`config.mk`:
```
export PLATFORM = sky130hd
export DESIGN_NAME = sftic_top
export DESIGN_NICKNAME = d
export VERILOG_FILES = /design/src/rtl/sftic_top.v
export VERILOG_INCLUDE_DIRS = /design/src /design/src/inc
export SDC_FILE = /design/constraint.sdc
export NUM_CORES = 1
export LEC_CHECK = 0
export ABC_AREA = 1
export CAP_MARGIN = 20
export CORE_MARGIN = 2
export CORE_UTILIZATION = 32
export CTS_CLUSTER_DIAMETER = 200
export DETAILED_ROUTE_END_ITERATION = 8
export DONT_BUFFER_PORTS = 1
export PLACE_DENSITY = 0.5
export SYNTH_ARGS = -nofsm -noshare
export SYNTH_HDL_FRONTEND = slang
export SYNTH_SLANG_ARGS = --single-unit
export TNS_END_PERCENT = 50
```
`constraint.sdc`:
```
create_clock -name clock -period 3.1 [get_ports clock]
set_input_delay 0.31 -clock clock [delete_from_list [all_inputs] [get_ports clock]]
set_output_delay 0.31 -clock clock [all_outputs]
set_load 0.05 [all_outputs]
```
`src/inc/sftic_map.vh`:
```
// What this block does
// - async mode with stop length clear sends one high stop bit per character
// - async mode with stop length set sends two high stop bits per character
// - receiver checks only the first stop bit whatever stop length says
// - low second stop position is taken as the next start bit
// - sync mode ignores stop length and sends no stop bits
// - format register bit 2 always reads zero; software writes zero
// - prescale select feeds bit timing from clock divided 1, 4, 16, 64
// - control register is 16 bits, always read and write, zero after reset
// - control bits 15 to 8 always read zero; software writes zeros
// - control bit 7 gates the transmit fifo low interrupt request
// - transmit fifo feeds the transmit shift register one character at a time
// - fifo count below transmit trigger sets low flag and requests interrupt
// - request clears after fifo refilled to trigger or above and flag read one then cleared
// - clearing the interrupt enable withdraws a pending low request on tx_fifo_low_irq; the low event bit on irq stays until written one
// - format bit 7 selects async framing (0) or clocked sync (1)
`ifndef SFTIC_MAP_VH
`define SFTIC_MAP_VH
// register word addresses
`define SFTIC_A_FMT 4'h0
`define SFTIC_A_CTL 4'h1
`define SFTIC_A_STS 4'h2
`define SFTIC_A_TXD 4'h3
`define SFTIC_A_BRR 4'h4
`define SFTIC_A_TRG 4'h5
`define SFTIC_A_IST 4'h6
`define SFTIC_A_IMK 4'h7
`define SFTIC_A_RXD 4'h8
// format register fields
`define SFTIC_FMT_SYNC 7
`define SFTIC_FMT_STOP 3
`define SFTIC_FMT_CKS 1:0
`define SFTIC_FMT_WMASK 8'h8B
// control register fields
`define SFTIC_CTL_TIE 7
`define SFTIC_CTL_TE 5
`define SFTIC_CTL_RE 4
// status register fields
`define SFTIC_STS_TX_FIFO_LOW_FLAG 5
// interrupt status bits
`define SFTIC_IS_TXLOW 0
`define SFTIC_IS_RXDONE 1
`define SFTIC_IS_FERR 2
// prescaler terminal counts for 1, 4, 16, 64
`define SFTIC_DIV1 6'h00
`define SFTIC_DIV4 6'h03
`define SFTIC_DIV16 6'h0F
`define SFTIC_DIV64 6'h3F
// reset values
// control keeps only its low byte; the upper byte always reads zero
`define SFTIC_RST_CTL 8'h00
`define SFTIC_RST_FMT 8'h00
`define SFTIC_RST_BRR 8'hFF
`define SFTIC_RST_TRG 5'h01
`endif

```
`src/rtl/sftic_top.v`:
```
`timescale 1ns/1ps
`default_nettype none
`include "sftic_map.vh"

module sftic_top #(
    parameter DEPTH = 16,
    parameter AW = 4
) (
    input wire clock,
    input wire rst_n,
    input wire [3:0] reg_addr,
    input wire [15:0] reg_wdata,
    input wire reg_wr,
    input wire reg_rd,
    output reg [15:0] reg_rdata,
    input wire rxd_pin,
    output reg txd_pin,
    output reg sck_pin,
    output wire tx_fifo_low_irq,
    output wire irq
);

    localparam TX_IDLE = 2'b00;
    localparam TX_START = 2'b01;
    localparam TX_DATA = 2'b10;
    localparam TX_STOP = 2'b11;
    localparam RX_IDLE = 2'b00;
    localparam RX_START = 2'b01;
    localparam RX_DATA = 2'b10;
    localparam RX_STOP = 2'b11;

    reg [7:0] fmt_q;
    reg [7:0] ctl_q;
    reg [7:0] brr_q;
    reg [4:0] trg_q;
    reg [2:0] ist_q;
    reg [2:0] imk_q;
    reg tx_fifo_low_flag_q;
    reg tx_fifo_low_flag_seen_q;
    reg [7:0] rxd_q;

    reg [7:0] mem [0:DEPTH-1];
    reg [AW-1:0] wp_q;
    reg [AW-1:0] rp_q;
    reg [AW:0] cnt_q;

    reg [5:0] pre_q;
    reg pre_tick;
    reg [5:0] pre_top;
    reg [5:0] tx_pre_q;
    wire tx_tick = tx_pre_q >= pre_top;

    reg [1:0] tx_st_q;
    reg [7:0] tx_sh_q;
    reg [2:0] tx_bit_q;
    reg [7:0] tx_cnt_q;
    reg tx_stop2_q;

    reg rx_s1_q;
    reg rx_s2_q;
    reg [1:0] rx_st_q;
    reg [7:0] rx_sh_q;
    reg [2:0] rx_bit_q;
    reg [7:0] rx_cnt_q;

    wire sync_mode = fmt_q[`SFTIC_FMT_SYNC];
    wire wr_txd = reg_wr && reg_addr == `SFTIC_A_TXD;
    wire fifo_full = cnt_q == DEPTH;
    wire fifo_empty = cnt_q == 0;
    wire push = wr_txd && !fifo_full;
    wire tx_bit_end = tx_tick && tx_cnt_q == brr_q;
    wire tx_load = tx_st_q == TX_IDLE && ctl_q[`SFTIC_CTL_TE] && !fifo_empty;
    wire pop = tx_load;
    wire below_trg = {5'h00, cnt_q} < {{(AW+1){1'b0}}, trg_q};
    wire tx_fifo_low_flag_clr;
    wire rx_done;
    wire rx_ferr;
    wire tx_fifo_low_flag_rise = below_trg && !tx_fifo_low_flag_q;

    // prescaler terminal count from the clock select field
    always @* begin
        case (fmt_q[`SFTIC_FMT_CKS])
            2'b00: pre_top = `SFTIC_DIV1;
            2'b01: pre_top = `SFTIC_DIV4;
            2'b10: pre_top = `SFTIC_DIV16;
            default: pre_top = `SFTIC_DIV64;
        endcase
    end

    // free running prescaler; only the receiver counts its ticks, the transmitter has its own bit timer
    always @(posedge clock) begin
        if (!rst_n) begin
            pre_q <= 6'h00;
            pre_tick <= 1'b0;
        end else if (pre_q >= pre_top) begin
            pre_q <= 6'h00;
            pre_tick <= 1'b1;
        end else begin
            pre_q <= pre_q + 6'h01;
            pre_tick <= 1'b0;
        end
    end

    // transmit bit timer restarts at each load, so the first bit is never short
    always @(posedge clock) begin
        if (!rst_n) begin
            tx_pre_q <= 6'h00;
        end else if (tx_load || tx_tick) begin
            tx_pre_q <= 6'h00;
        end else begin
            tx_pre_q <= tx_pre_q + 6'h01;
        end
    end

    // control and format registers; reserved bits never store
    always @(posedge clock) begin
        if (!rst_n) begin
            ctl_q <= `SFTIC_RST_CTL;
            fmt_q <= `SFTIC_RST_FMT;
            brr_q <= `SFTIC_RST_BRR;
            trg_q <= `SFTIC_RST_TRG;
            imk_q <= 3'h0;
        end else if (reg_wr) begin
            if (reg_addr == `SFTIC_A_CTL) begin
                ctl_q <= reg_wdata[7:0];
            end else if (reg_addr == `SFTIC_A_FMT) begin
                fmt_q <= reg_wdata[7:0] & `SFTIC_FMT_WMASK;
            end else if (reg_addr == `SFTIC_A_BRR) begin
                brr_q <= reg_wdata[7:0];
            end else if (reg_addr == `SFTIC_A_TRG) begin
                trg_q <= reg_wdata[4:0];
            end else if (reg_addr == `SFTIC_A_IMK) begin
                imk_q <= reg_wdata[2:0];
            end
        end
    end

    // transmit fifo storage; writes when full are dropped
    always @(posedge clock) begin
        if (push) begin
            mem[wp_q] <= reg_wdata[7:0];
        end
    end

    // fifo pointers and fill count
    always @(posedge clock) begin
        if (!rst_n) begin
            wp_q <= {AW{1'b0}};
            rp_q <= {AW{1'b0}};
            cnt_q <= {(AW+1){1'b0}};
        end else begin
            if (push) begin
                wp_q <= wp_q + {{(AW-1){1'b0}}, 1'b1};
            end
            if (pop) begin
                rp_q <= rp_q + {{(AW-1){1'b0}}, 1'b1};
            end
            if (push && !pop) begin
                cnt_q <= cnt_q + {{AW{1'b0}}, 1'b1};
            end else if (pop && !push) begin
                cnt_q <= cnt_q - {{AW{1'b0}}, 1'b1};
            end
        end
    end

    // clear needs a zero write after a read of one and a refilled fifo
    assign tx_fifo_low_flag_clr = reg_wr && reg_addr == `SFTIC_A_STS && !reg_wdata[`SFTIC_STS_TX_FIFO_LOW_FLAG]
        && tx_fifo_low_flag_seen_q && !below_trg;

    // low flag: set wins over clear while the fifo is still under trigger
    always @(posedge clock) begin
        if (!rst_n) begin
            tx_fifo_low_flag_q <= 1'b0;
            tx_fifo_low_flag_seen_q <= 1'b0;
        end else begin
            if (below_trg) begin
                tx_fifo_low_flag_q <= 1'b1;
            end else if (tx_fifo_low_flag_clr) begin
                tx_fifo_low_flag_q <= 1'b0;
            end
            if (tx_fifo_low_flag_clr || !tx_fifo_low_flag_q) begin
                tx_fifo_low_flag_seen_q <= 1'b0;
            end else if (reg_rd && reg_addr == `SFTIC_A_STS) begin
                tx_fifo_low_flag_seen_q <= 1'b1;
            end
        end
    end

    // request follows flag and enable; clearing the enable drops it at once
    assign tx_fifo_low_irq = tx_fifo_low_flag_q && ctl_q[`SFTIC_CTL_TIE];

    // transmitter: one character from the fifo into the shift register
    always @(posedge clock) begin
        if (!rst_n) begin
            tx_st_q <= TX_IDLE;
            tx_sh_q <= 8'h00;
            tx_bit_q <= 3'h0;
            tx_cnt_q <= 8'h00;
            tx_stop2_q <= 1'b0;
            txd_pin <= 1'b1;
        end else begin
            if (tx_bit_end || tx_load) begin
                tx_cnt_q <= 8'h00;
            end else if (tx_tick) begin
                tx_cnt_q <= tx_cnt_q + 8'h01;
            end
            case (tx_st_q)
                TX_IDLE: begin
                    txd_pin <= 1'b1;
                    if (tx_load) begin
                        tx_sh_q <= mem[rp_q];
                        tx_bit_q <= 3'h0;
                        tx_stop2_q <= fmt_q[`SFTIC_FMT_STOP];
                        if (sync_mode) begin
                            tx_st_q <= TX_DATA;
                            txd_pin <= mem[rp_q][0];
                        end else begin
                            tx_st_q <= TX_START;
                            txd_pin <= 1'b0;
                        end
                    end
                end
                TX_START: begin
                    if (tx_bit_end) begin
                        tx_st_q <= TX_DATA;
                        txd_pin <= tx_sh_q[0];
                    end
                end
                TX_DATA: begin
                    if (tx_bit_end) begin
                        tx_sh_q <= {1'b0, tx_sh_q[7:1]};
                        tx_bit_q <= tx_bit_q + 3'h1;
                        if (tx_bit_q != 3'h7) begin
                            txd_pin <= tx_sh_q[1];
                        end else if (sync_mode) begin
                            tx_st_q <= TX_IDLE;
                            txd_pin <= 1'b1;
                        end else begin
                            tx_st_q <= TX_STOP;
                            txd_pin <= 1'b1;
                        end
                    end
                end
                default: begin
                    txd_pin <= 1'b1;
                    if (tx_bit_end) begin
                        if (tx_stop2_q) begin
                            tx_stop2_q <= 1'b0;
                        end else begin
                            tx_st_q <= TX_IDLE;
                        end
                    end
                end
            endcase
        end
    end

    // sync clock: low in the first half of each data bit when brr_q is 2 or more, else stays high; idles high
    always @(posedge clock) begin
        if (!rst_n) begin
            sck_pin <= 1'b1;
        end else begin
            sck_pin <= !(sync_mode && tx_st_q == TX_DATA && tx_cnt_q < {1'b0, brr_q[7:1]});
        end
    end

    // two flops before the receive line is looked at
    always @(posedge clock) begin
        if (!rst_n) begin
            rx_s1_q <= 1'b1;
            rx_s2_q <= 1'b1;
        end else begin
            rx_s1_q <= rxd_pin;
            rx_s2_q <= rx_s1_q;
        end
    end

    wire rx_half = pre_tick && rx_cnt_q == {1'b0, brr_q[7:1]};
    wire rx_full = pre_tick && rx_cnt_q == brr_q;

    assign rx_done = rx_st_q == RX_STOP && rx_full && rx_s2_q;
    assign rx_ferr = rx_st_q == RX_STOP && rx_full && !rx_s2_q;

    // async receiver; only the first stop bit is checked and the next low
    // level in idle starts a character, so a low second stop is a start bit
    // it shares the free running prescaler, so at slow prescale settings its
    // sampling point may sit up to one prescale period early
    always @(posedge clock) begin
        if (!rst_n) begin
            rx_st_q <= RX_IDLE;
            rx_sh_q <= 8'h00;
            rx_bit_q <= 3'h0;
            rx_cnt_q <= 8'h00;
            rxd_q <= 8'h00;
        end else begin
            if (rx_st_q == RX_IDLE || rx_full || (rx_st_q == RX_START && rx_half)) begin
                rx_cnt_q <= 8'h00;
            end else if (pre_tick) begin
                rx_cnt_q <= rx_cnt_q + 8'h01;
            end
            case (rx_st_q)
                RX_IDLE: begin
                    if (ctl_q[`SFTIC_CTL_RE] && !sync_mode && !rx_s2_q) begin
                        rx_st_q <= RX_START;
                    end
                end
                RX_START: begin
                    if (rx_half) begin
                        rx_bit_q <= 3'h0;
                        rx_st_q <= rx_s2_q ? RX_IDLE : RX_DATA; // glitch filter
                    end
                end
                RX_DATA: begin
                    if (rx_full) begin
                        rx_sh_q <= {rx_s2_q, rx_sh_q[7:1]};
                        rx_bit_q <= rx_bit_q + 3'h1;
                        if (rx_bit_q == 3'h7) begin
                            rx_st_q <= RX_STOP;
                        end
                    end
                end
                default: begin
                    if (rx_full) begin
                        rxd_q <= rx_sh_q;
                        rx_st_q <= RX_IDLE;
                    end
                end
            endcase
        end
    end

    // sticky event bits, write one to clear; a new event wins over the clear
    always @(posedge clock) begin
        if (!rst_n) begin
            ist_q <= 3'h0;
        end else begin
            if (reg_wr && reg_addr == `SFTIC_A_IST) begin
                ist_q <= (ist_q & ~reg_wdata[2:0]) | {rx_ferr, rx_done, tx_fifo_low_flag_rise};
            end else begin
                ist_q <= ist_q | {rx_ferr, rx_done, tx_fifo_low_flag_rise};
            end
        end
    end

    assign irq = |(ist_q & imk_q);

    // read data in the cycle after the strobe; unmapped words read zero
    always @(posedge clock) begin
        if (!rst_n) begin
            reg_rdata <= 16'h0000;
        end else if (!reg_rd) begin
            reg_rdata <= 16'h0000;
        end else if (reg_addr == `SFTIC_A_FMT) begin
            reg_rdata <= {8'h00, fmt_q};
        end else if (reg_addr == `SFTIC_A_CTL) begin
            reg_rdata <= {8'h00, ctl_q};
        end else if (reg_addr == `SFTIC_A_STS) begin
            reg_rdata <= {{(9-AW){1'b0}}, cnt_q, tx_fifo_low_flag_q, 5'h00}; // fill count above flag
        end else if (reg_addr == `SFTIC_A_BRR) begin
            reg_rdata <= {8'h00, brr_q};
        end else if (reg_addr == `SFTIC_A_TRG) begin
            reg_rdata <= {11'h000, trg_q};
        end else if (reg_addr == `SFTIC_A_IST) begin
            reg_rdata <= {13'h0000, ist_q};
        end else if (reg_addr == `SFTIC_A_IMK) begin
            reg_rdata <= {13'h0000, imk_q};
        end else if (reg_addr == `SFTIC_A_RXD) begin
            reg_rdata <= {8'h00, rxd_q};
        end else begin
            reg_rdata <= 16'h0000;
        end
    end

endmodule // sftic_top
`default_nettype wire

```
==> reports/summary.txt, run 1 <==
STA
-------------------------------------------------------------------------------------------------
Max-slew headroom at the worst pin                                                         34.50%
Final number of hold-violating endpoints                                                        0
Final sum of negative setup slack                                                            0 ns
Setup clock skew after layout                                                          0.01187 ns
RSZ-0062 raised after global routing                                                           no
Final max-slew violation count                                                                  0
Tcrit/Tclk final                                                                           82.65%
Hold WS                                                                                0.03482 ns
Final setup violation count                                                                     0
Shortest clock period the worst path allows after layout                                 2.562 ns
Worst slew pin tran                                                                     0.9793 ns
Max Freq                                                                                390.3 MHz

DIE
-------------------------------------------------------------------------------------------------
Die Wd                                                                                   195.5 um
Initial core utilization                                                                   32.27%
Standard-cell rows                                                                             70
Overall die area                                                                     0.03820 sq mm
Total core area                                                                      0.03635 sq mm
Number of top-level pins                                                                       45
Die Ht                                                                                   195.5 um

YOSYS
-------------------------------------------------------------------------------------------------
Total number of yosys warnings                                                                  0
Xor/xnor cell area share of the yosys netlist                                              1.718%
Area share of the largest cell type after synthesis                                        32.77%
Number of distinct library cell variants in the gate-level netlist after synthesis             47
Cell types with the largest area share after synthesis                               sky130_fd_sc_hd__edfxtp_1, sky130_fd_sc_hd__dfxtp_1, sky130_fd_sc_hd__nor2_1, sky130_fd_sc_hd__nand2_1, sky130_fd_sc_hd__ha_1
Mux contribution to synthesized area                                                           0%
Top FF cell, synth                                                                   sky130_fd_sc_hd__dfxtp_1
Adder-cell area share of the yosys netlist                                                 4.758%
Number of enable-type register cells in the synthesized netlist                               128
Flip-flop and latch count after synthesis                                                     257
Compound-cell area share of the yosys netlist                                              11.43%
Count of mapped cells out of synthesis                                                       1322
Fraction of synthesis flops using an asynchronous set or reset pin                             0%
Top cell type by total area after synthesis                                          sky130_fd_sc_hd__edfxtp_1
Portion of the post-synthesis area used by sequential elements                             54.79%
Largest family of logic cells by synthesized area                                    simple AND/OR/NAND/NOR gates
Simple-gate portion of the synthesized area                                                21.18%
Total standard cell area after synthesis                                             0.01173 sq mm
Per-instance average area after synthesis                                             8.872 sq um

ROUTE
-------------------------------------------------------------------------------------------------
First-pass iteration count of the detailed router                                               5
Number of nets with antenna violations after routing                                            0
Starting DRT DRC Count                                                                        568
Vias per cell                                                                               4.846
DRC violation count after routing                                                               0
Total via count in the routed design                                                         8864
WL per Instance                                                                          16.49 um
Final Routed Wirelength                                                                  30170 um

CTS
-------------------------------------------------------------------------------------------------
Cell at the root of the clock tree                                                   sky130_fd_sc_hd__clkbuf_16
Clock latency on the worst-skew pair                                                      0.56 ns
Clock sink count                                                                              257
Clock-pin slew on the worst setup and hold paths                                          0.06 ns
TritonCTS clock tree                                                                          yes
Number of H-tree branching levels                                                               1
Maximum root-to-sink buffer count                                                               3
Post-CTS repair timing setup buffer count                                                       0
Number of buffers inserted during clock tree synthesis                                         30

FINISH
-------------------------------------------------------------------------------------------------
Number of standard cells in the layout, taps in and fillers out                              1829
Most common library cell in the layout ignoring fill and taps                        sky130_fd_sc_hd__nor2_1
Commonest non-fill, non-tap cells in the layout                                      sky130_fd_sc_hd__nor2_1, sky130_fd_sc_hd__nand2_1, sky130_fd_sc_hd__dfxtp_1, sky130_fd_sc_hd__edfxtp_1, sky130_fd_sc_hd__inv_1
Final-stage net count                                                                        1407
Area growth from synthesis to layout                                                       14.10%
Fraction of layout instances using a drive strength above 1                                7.862%
Number of fillers in the final layout                                                        3710
Count of antenna diodes in the layout                                                           0

POWER AND IR DROP
-------------------------------------------------------------------------------------------------
Total power after layout                                                                 8.151 mW
VDD IR max                                                                              0.4266 mV
Leakage component of the power                                                           5.105 nW
Power density of the placed cells                                                    609.1 mW/mm^2

GRT
-------------------------------------------------------------------------------------------------
Via count of the first global-routing pass                                                   8768
Pin count of the biggest net entering global routing                                           76
First-pass GRT wire length                                                               48050 um
Met1 routing resource usage after global routing                                           21.53%
Sum of overflow across all layers after global routing                                          0
Overall global routing resource usage                                                      16.02%
Most congested layer reported by global routing                                              met2
M2 GR Usage                                                                                26.47%
Number of antenna violations at the first check in global routing                               0
Met3 Usage GRT                                                                             2.815%

CRITICAL PATH
-------------------------------------------------------------------------------------------------
Cells traversed along the worst timing path                                          inv_1 -> ha_1 -> nand2_1 -> clkinv_1 -> nand2_2 -> ha_1 -> inv_1 -> fa_1 -> a21oi_1 -> nor2_1 -> nor2_1 -> nor2_1 -> nor2_1 -> nand2_1 -> o21ai_0 -> a21oi_1
CP endpoint kind                                                                             flop
Arrival time reported for the critical path endpoint                                      3.01 ns
Most used cell along the critical path                                               sky130_fd_sc_hd__nor2_1
Required time at the endpoint of the critical path                                        3.55 ns
Biggest fanout along the worst timing path                                                      5
Crit path launch type                                                                        flop
Worst setup path class                                                                    reg2reg
Critical Path Max Stage Delay                                                             0.41 ns
Critical Path Slowest Stage Cell                                                     sky130_fd_sc_hd__fa_1

RUN
-------------------------------------------------------------------------------------------------
Count of maximum capacitance violations                                                         0

MIN PATH
-------------------------------------------------------------------------------------------------
Type of the most critical hold path                                                        in2reg

PLACEMENT
-------------------------------------------------------------------------------------------------
IO Port Bufs                                                                                    0
Global placement routability congestion                                                    0.8482
Placed cell count                                                                            1761
Sum of net half-perimeters after detailed placement                                      19690 um

RUN STATUS
-------------------------------------------------------------------------------------------------
Status                                                                               finished clean

[kinds of logic after synthesis]
kind of cell,Yosys count
adders and majority gates,44
other,1
xor gates and xnor gates,23
AOI/OAI and AO/OA,243
and+or+nand+nor,579
buffers and inverters,175
DFF,257
[metrics by stage]
stage	worst slack, ns	area (sq um)	util, %
floorplan	0.6892	11740	-
global placement	0.3076	12220	33.61
detailed placement	0.3095	12220	33.61
CTS	0.5158	13380	36.82
global route	0.2296	13380	36.82
finish	0.5379	13380	36.82
[path summary, 6_finish.rpt]
kind | start | end | slack [ns] | depth (start not counted)
worst max-delay path | tx_st_q[0] | cnt_q[4] | 0.54 | 16
worst min-delay path | reg_rd | reg_rdata[9] | 0.03 | 2
worst max register to register | tx_st_q[0] | cnt_q[4] | 0.54 | 16
worst min register to register | ctl_q[2] | ctl_q[2] | 0.46 | 2
[critical path, delay by kind of cell, from the launching register on]
kind | cells | cell delay (ns)
buf+inv | 3 | 0.26
simple gates | 7 | 0.56
fa+ha+maj | 3 | 0.90
flops | 1 | 0.38
compound gates | 3 | 0.36
[state kept, by name, indices dropped and copies added, names as in the netlist, 2 cells and up, named ones only]
name,count
rxd_q,8
wp_q,4
tx_cnt_q,8
fmt_q,4
rx_sh_q,8
tx_st_q,2
imk_q,3
trg_q,5
reg_rdata,11
tx_bit_q,3
tx_sh_q,8
rx_st_q,2
pre_q,6
mem,128
brr_q,8
rx_bit_q,3
cnt_q,5
rx_cnt_q,8
rp_q,4
tx_pre_q,6
ctl_q,8
ist_q,3
[cell usage after synthesis (all sizes together), types with 21 or more instances]
cell type	number
o211ai	24
a21oi	85
edfxtp	128
o21ai	108
nand4	21
nand3	84
nand2	217
nor2	223
clkbuf	27
buf	24
inv	122
dfxtp	129
ha	43
[power breakdown]
group,switching (mW),internal (mW),total [mW]
Combinational,0.520,0.263,0.783
Sequential,0.105,3.65,3.75
Clock,1.44,2.17,3.61
[layout make-up]
type | instances | area (sq um) | share of cell area (%)
flip-flops and latches | 257 | 6427 | 48.03
clock buffers | 37 | 839.6 | 6.273
inverters | 124 | 465.4 | 3.478
repair buffers | 31 | 282.8 | 2.113
clock inverters | 18 | 180.2 | 1.346
well taps | 468 | 585.6 | 4.375
multi-input cells | 894 | 4602 | 34.39
[routing by layer]
layer  vias up  wire length (um)
li1       4470                 -
met1      4168             14050
met2       183             13860
met3        43              1521
met4         0               735
met5         -                 0
[timing repair]
action / CTS / global route
endpoints found under the hold margin: 204 / 0
hold buffers: 13 / 0
resized for setup: 0 / 0
Note: power is estimated with default switching activity, not from simulation.
==> run 2: changes to the inputs <==
Clock period 3.1 ns to 2.49 ns, I/O delays scaled along.
==> run 2 against run 1 <==
  * Clock power is 32% higher
  * Wire length is 1.2% higher
  * Global-route usage is 0.10 points lower
  * Utilization is 0.82 points higher
  * Critical path depth is 1 lower
==> reports/summary.txt, run 2 (synthesized netlist as in run 1, its figures left out) <==
ROUTE
--------------------------------------------------------------------------------
First-pass iteration count of the detailed router                              5   unchanged
Total via count in the routed design                                        8967   +1.2%
Vias per cell                                                              4.826   -0.42%
DRC violation count after routing                                              0   unchanged
Starting DRT DRC Count                                                       495   -13%
Number of nets with antenna violations after routing                           0   unchanged
WL per Instance                                                         16.43 um   -0.38%
Final Routed Wirelength                                                 30530 um   +1.2%

STA
--------------------------------------------------------------------------------
Setup clock skew after layout                                        0.008116 ns   -0.003756 ns
Shortest clock period the worst path allows after layout                2.277 ns   -0.2847 ns
Max-slew headroom at the worst pin                                        30.85%   -3.7 points
Tcrit/Tclk final                                                          91.46%   +8.8 points
Final setup violation count                                                    0   unchanged
Final number of hold-violating endpoints                                       0   unchanged
Worst slew pin tran                                                     1.034 ns   +0.05461 ns
Max Freq                                                               439.1 MHz   +12%
Setup slack of the critical path after layout                          0.2125 ns   -0.3253 ns
Final max-slew violation count                                                 0   unchanged

PLACEMENT
--------------------------------------------------------------------------------
Global placement routability congestion                                   0.8386   -1.1%
Post-detailed-placement cell area                                   0.01243 sq mm   +1.8%
Worst slack, placed                                                   0.06913 ns   -0.2404 ns
IO Port Bufs                                                                   0   unchanged
Sum of net half-perimeters after detailed placement                     19900 um   +1.1%

CTS
--------------------------------------------------------------------------------
Maximum root-to-sink buffer count                                              3   unchanged
Clock latency on the worst-skew pair                                     0.56 ns   about the same
Clock sink count                                                             257   unchanged
TritonCTS clock tree                                                         yes
Number of H-tree branching levels                                              1   unchanged
Cell at the root of the clock tree                                  sky130_fd_sc_hd__clkbuf_16
Clock-pin slew on the worst setup and hold paths                         0.06 ns   about the same
Number of buffers inserted during clock tree synthesis                        30   unchanged

MIN PATH
--------------------------------------------------------------------------------
Type of the most critical hold path                                       in2reg

CRITICAL PATH
--------------------------------------------------------------------------------
Crit path launch type                                                       flop
Biggest fanout along the worst timing path                                     4   -1
Worst setup path class                                                   reg2reg
CP endpoint kind                                                            flop
Arrival time reported for the critical path endpoint                     2.73 ns   -0.28 ns
Required time at the endpoint of the critical path                       2.94 ns   -0.61 ns

DIE
--------------------------------------------------------------------------------
Number of top-level pins                                                      45   unchanged
Standard-cell rows                                                            70   unchanged
Overall die area                                                    0.03820 sq mm   unchanged
Die Wd                                                                  195.5 um   unchanged
Die Ht                                                                  195.5 um   unchanged
Initial core utilization                                                  32.27%   unchanged
Total core area                                                     0.03635 sq mm   unchanged

FINISH
--------------------------------------------------------------------------------
Max reg flops                                                                128   unchanged
Area growth from synthesis to layout                                      16.65%
Fraction of layout instances using a drive strength above 1               10.14%   +2.3 points
Number of fillers in the final layout                                       3672   -1.0%
Commonest non-fill, non-tap cells in the layout                     sky130_fd_sc_hd__nor2_1, sky130_fd_sc_hd__nand2_1, sky130_fd_sc_hd__dfxtp_1, sky130_fd_sc_hd__edfxtp_1, sky130_fd_sc_hd__inv_1
Largest regs                                                        mem: 128 flops, reg_rdata: 11 flops
Most common library cell in the layout ignoring fill and taps       sky130_fd_sc_hd__nor2_1
Register with the most flip-flops                                            mem
Count of antenna diodes in the layout                                          0   unchanged
Final-stage net count                                                       1435   +2.0%
Post-layout instance area                                           0.01368 sq mm   +2.2%

GRT
--------------------------------------------------------------------------------
Overall global routing resource usage                                     15.92%   -0.10 points
First-pass GRT wire length                                              47870 um   -0.39%
Pin count of the biggest net entering global routing                          76   unchanged
Sum of overflow across all layers after global routing                         0   unchanged
Number of antenna violations at the first check in global routing              0   unchanged
Via count of the first global-routing pass                                  8661   -1.2%

POWER AND IR DROP
--------------------------------------------------------------------------------
Total power after layout                                                10.46 mW   +28%
Leakage component of the power                                          5.259 nW   +3.0%
Power density of the placed cells                                   764.7 mW/mm^2   +26%
VDD IR max                                                             0.4810 mV   +13%

RUN STATUS
--------------------------------------------------------------------------------
Status                                                              finished clean

RUN
--------------------------------------------------------------------------------
Count of maximum capacitance violations                                        0   unchanged

-- run 2: cell count changes in the layout (fill, tap and decap cells not counted), sizes merged --
| cell | before | now |
|---|---|---|
| buf | 19 | 46 |
| clkinv | 15 | 8 |
| bufinv | 3 | 6 |
| clkinvlp | 1 | 4 |
| clkbuf | 37 | 38 |
| dlygate4sd3 | 12 | 13 |
| inv | 123 | 124 |
-- run 2: final cells by class --
type / instances / area, sq um / area share, %
flip-flops and latches: 257 / 6427 / 46.98
multi-input cells: 894 / 4619 / 33.76
clock buffers: 38 / 822.0 / 6.008
well taps: 468 / 585.6 / 4.280
repair buffers: 59 / 508.0 / 3.713
inverters: 124 / 465.4 / 3.402
clock inverters: 18 / 254.0 / 1.856
-- run 2: path summary, 6_finish.rpt --
kind,start,end,slack (ns),depth (start not counted)
worst max-delay path,tx_st_q[0],cnt_q[3],0.21,15
worst min register to register,ctl_q[2],ctl_q[2],0.46,2
worst max register to register,tx_st_q[0],cnt_q[3],0.21,15
worst min-delay path,reg_wr,fmt_q[7],0.03,2
-- run 2: worst max-delay path, cell delays in order, from the launching register on --
cell	delay, ns
sky130_fd_sc_hd__dfxtp_1	0.33
sky130_fd_sc_hd__inv_1	0.06
sky130_fd_sc_hd__ha_1	0.23
sky130_fd_sc_hd__nand2_1	0.10
sky130_fd_sc_hd__clkinv_1	0.07
sky130_fd_sc_hd__nand2_2	0.07
sky130_fd_sc_hd__ha_2	0.18
sky130_fd_sc_hd__inv_2	0.06
sky130_fd_sc_hd__ha_1	0.31
sky130_fd_sc_hd__buf_4	0.15
sky130_fd_sc_hd__nand2_1	0.06
sky130_fd_sc_hd__nor2_1	0.04
sky130_fd_sc_hd__a211oi_1	0.21
sky130_fd_sc_hd__xnor2_1	0.10
sky130_fd_sc_hd__o21ai_0	0.14
sky130_fd_sc_hd__inv_1	0.05
-- run 2: power breakdown --
group	leakage (nW)	total, mW	switching (mW)	internal (mW)
clock	0.513	4.75	1.79	2.96
combinational	2.55	1.05	0.681	0.370
sequential	2.20	4.66	0.121	4.54
-- run 2: repair_timing --
action,in CTS,in global routing
setup endpoints to repair,0,3
hold endpoints to repair,211,5
buffers inserted,0,0
hold buffers,13,1
gates resized for setup,0,7
-- run 2: per-layer routing --
layer / global-route usage [%] / vias up / part of all wire, %
met5: 0 / - / 0
met4: 4.354 / 0 / 2.4
met3: 2.677 / 47 / 4.5
met2: 26.61 / 179 / 46
met1: 21.30 / 4210 / 47
li1: - / 4531 / -
-- run 2: per-stage QoR --
stage | utilization (%) | instances | hold WS (ns) | setup TNS, ns
after detailed placement | 34.20 | 1788 | 0.3500 | 0
after floorplan | - | 1326 | 0.3479 | 0
after global placement | 34.20 | 1788 | 0.3500 | 0
final | 37.64 | 1858 | 0.02724 | 0
after CTS | 37.57 | 1857 | 0.001096 | 0
after global routing | 37.64 | 1858 | 0.02469 | -0.02352
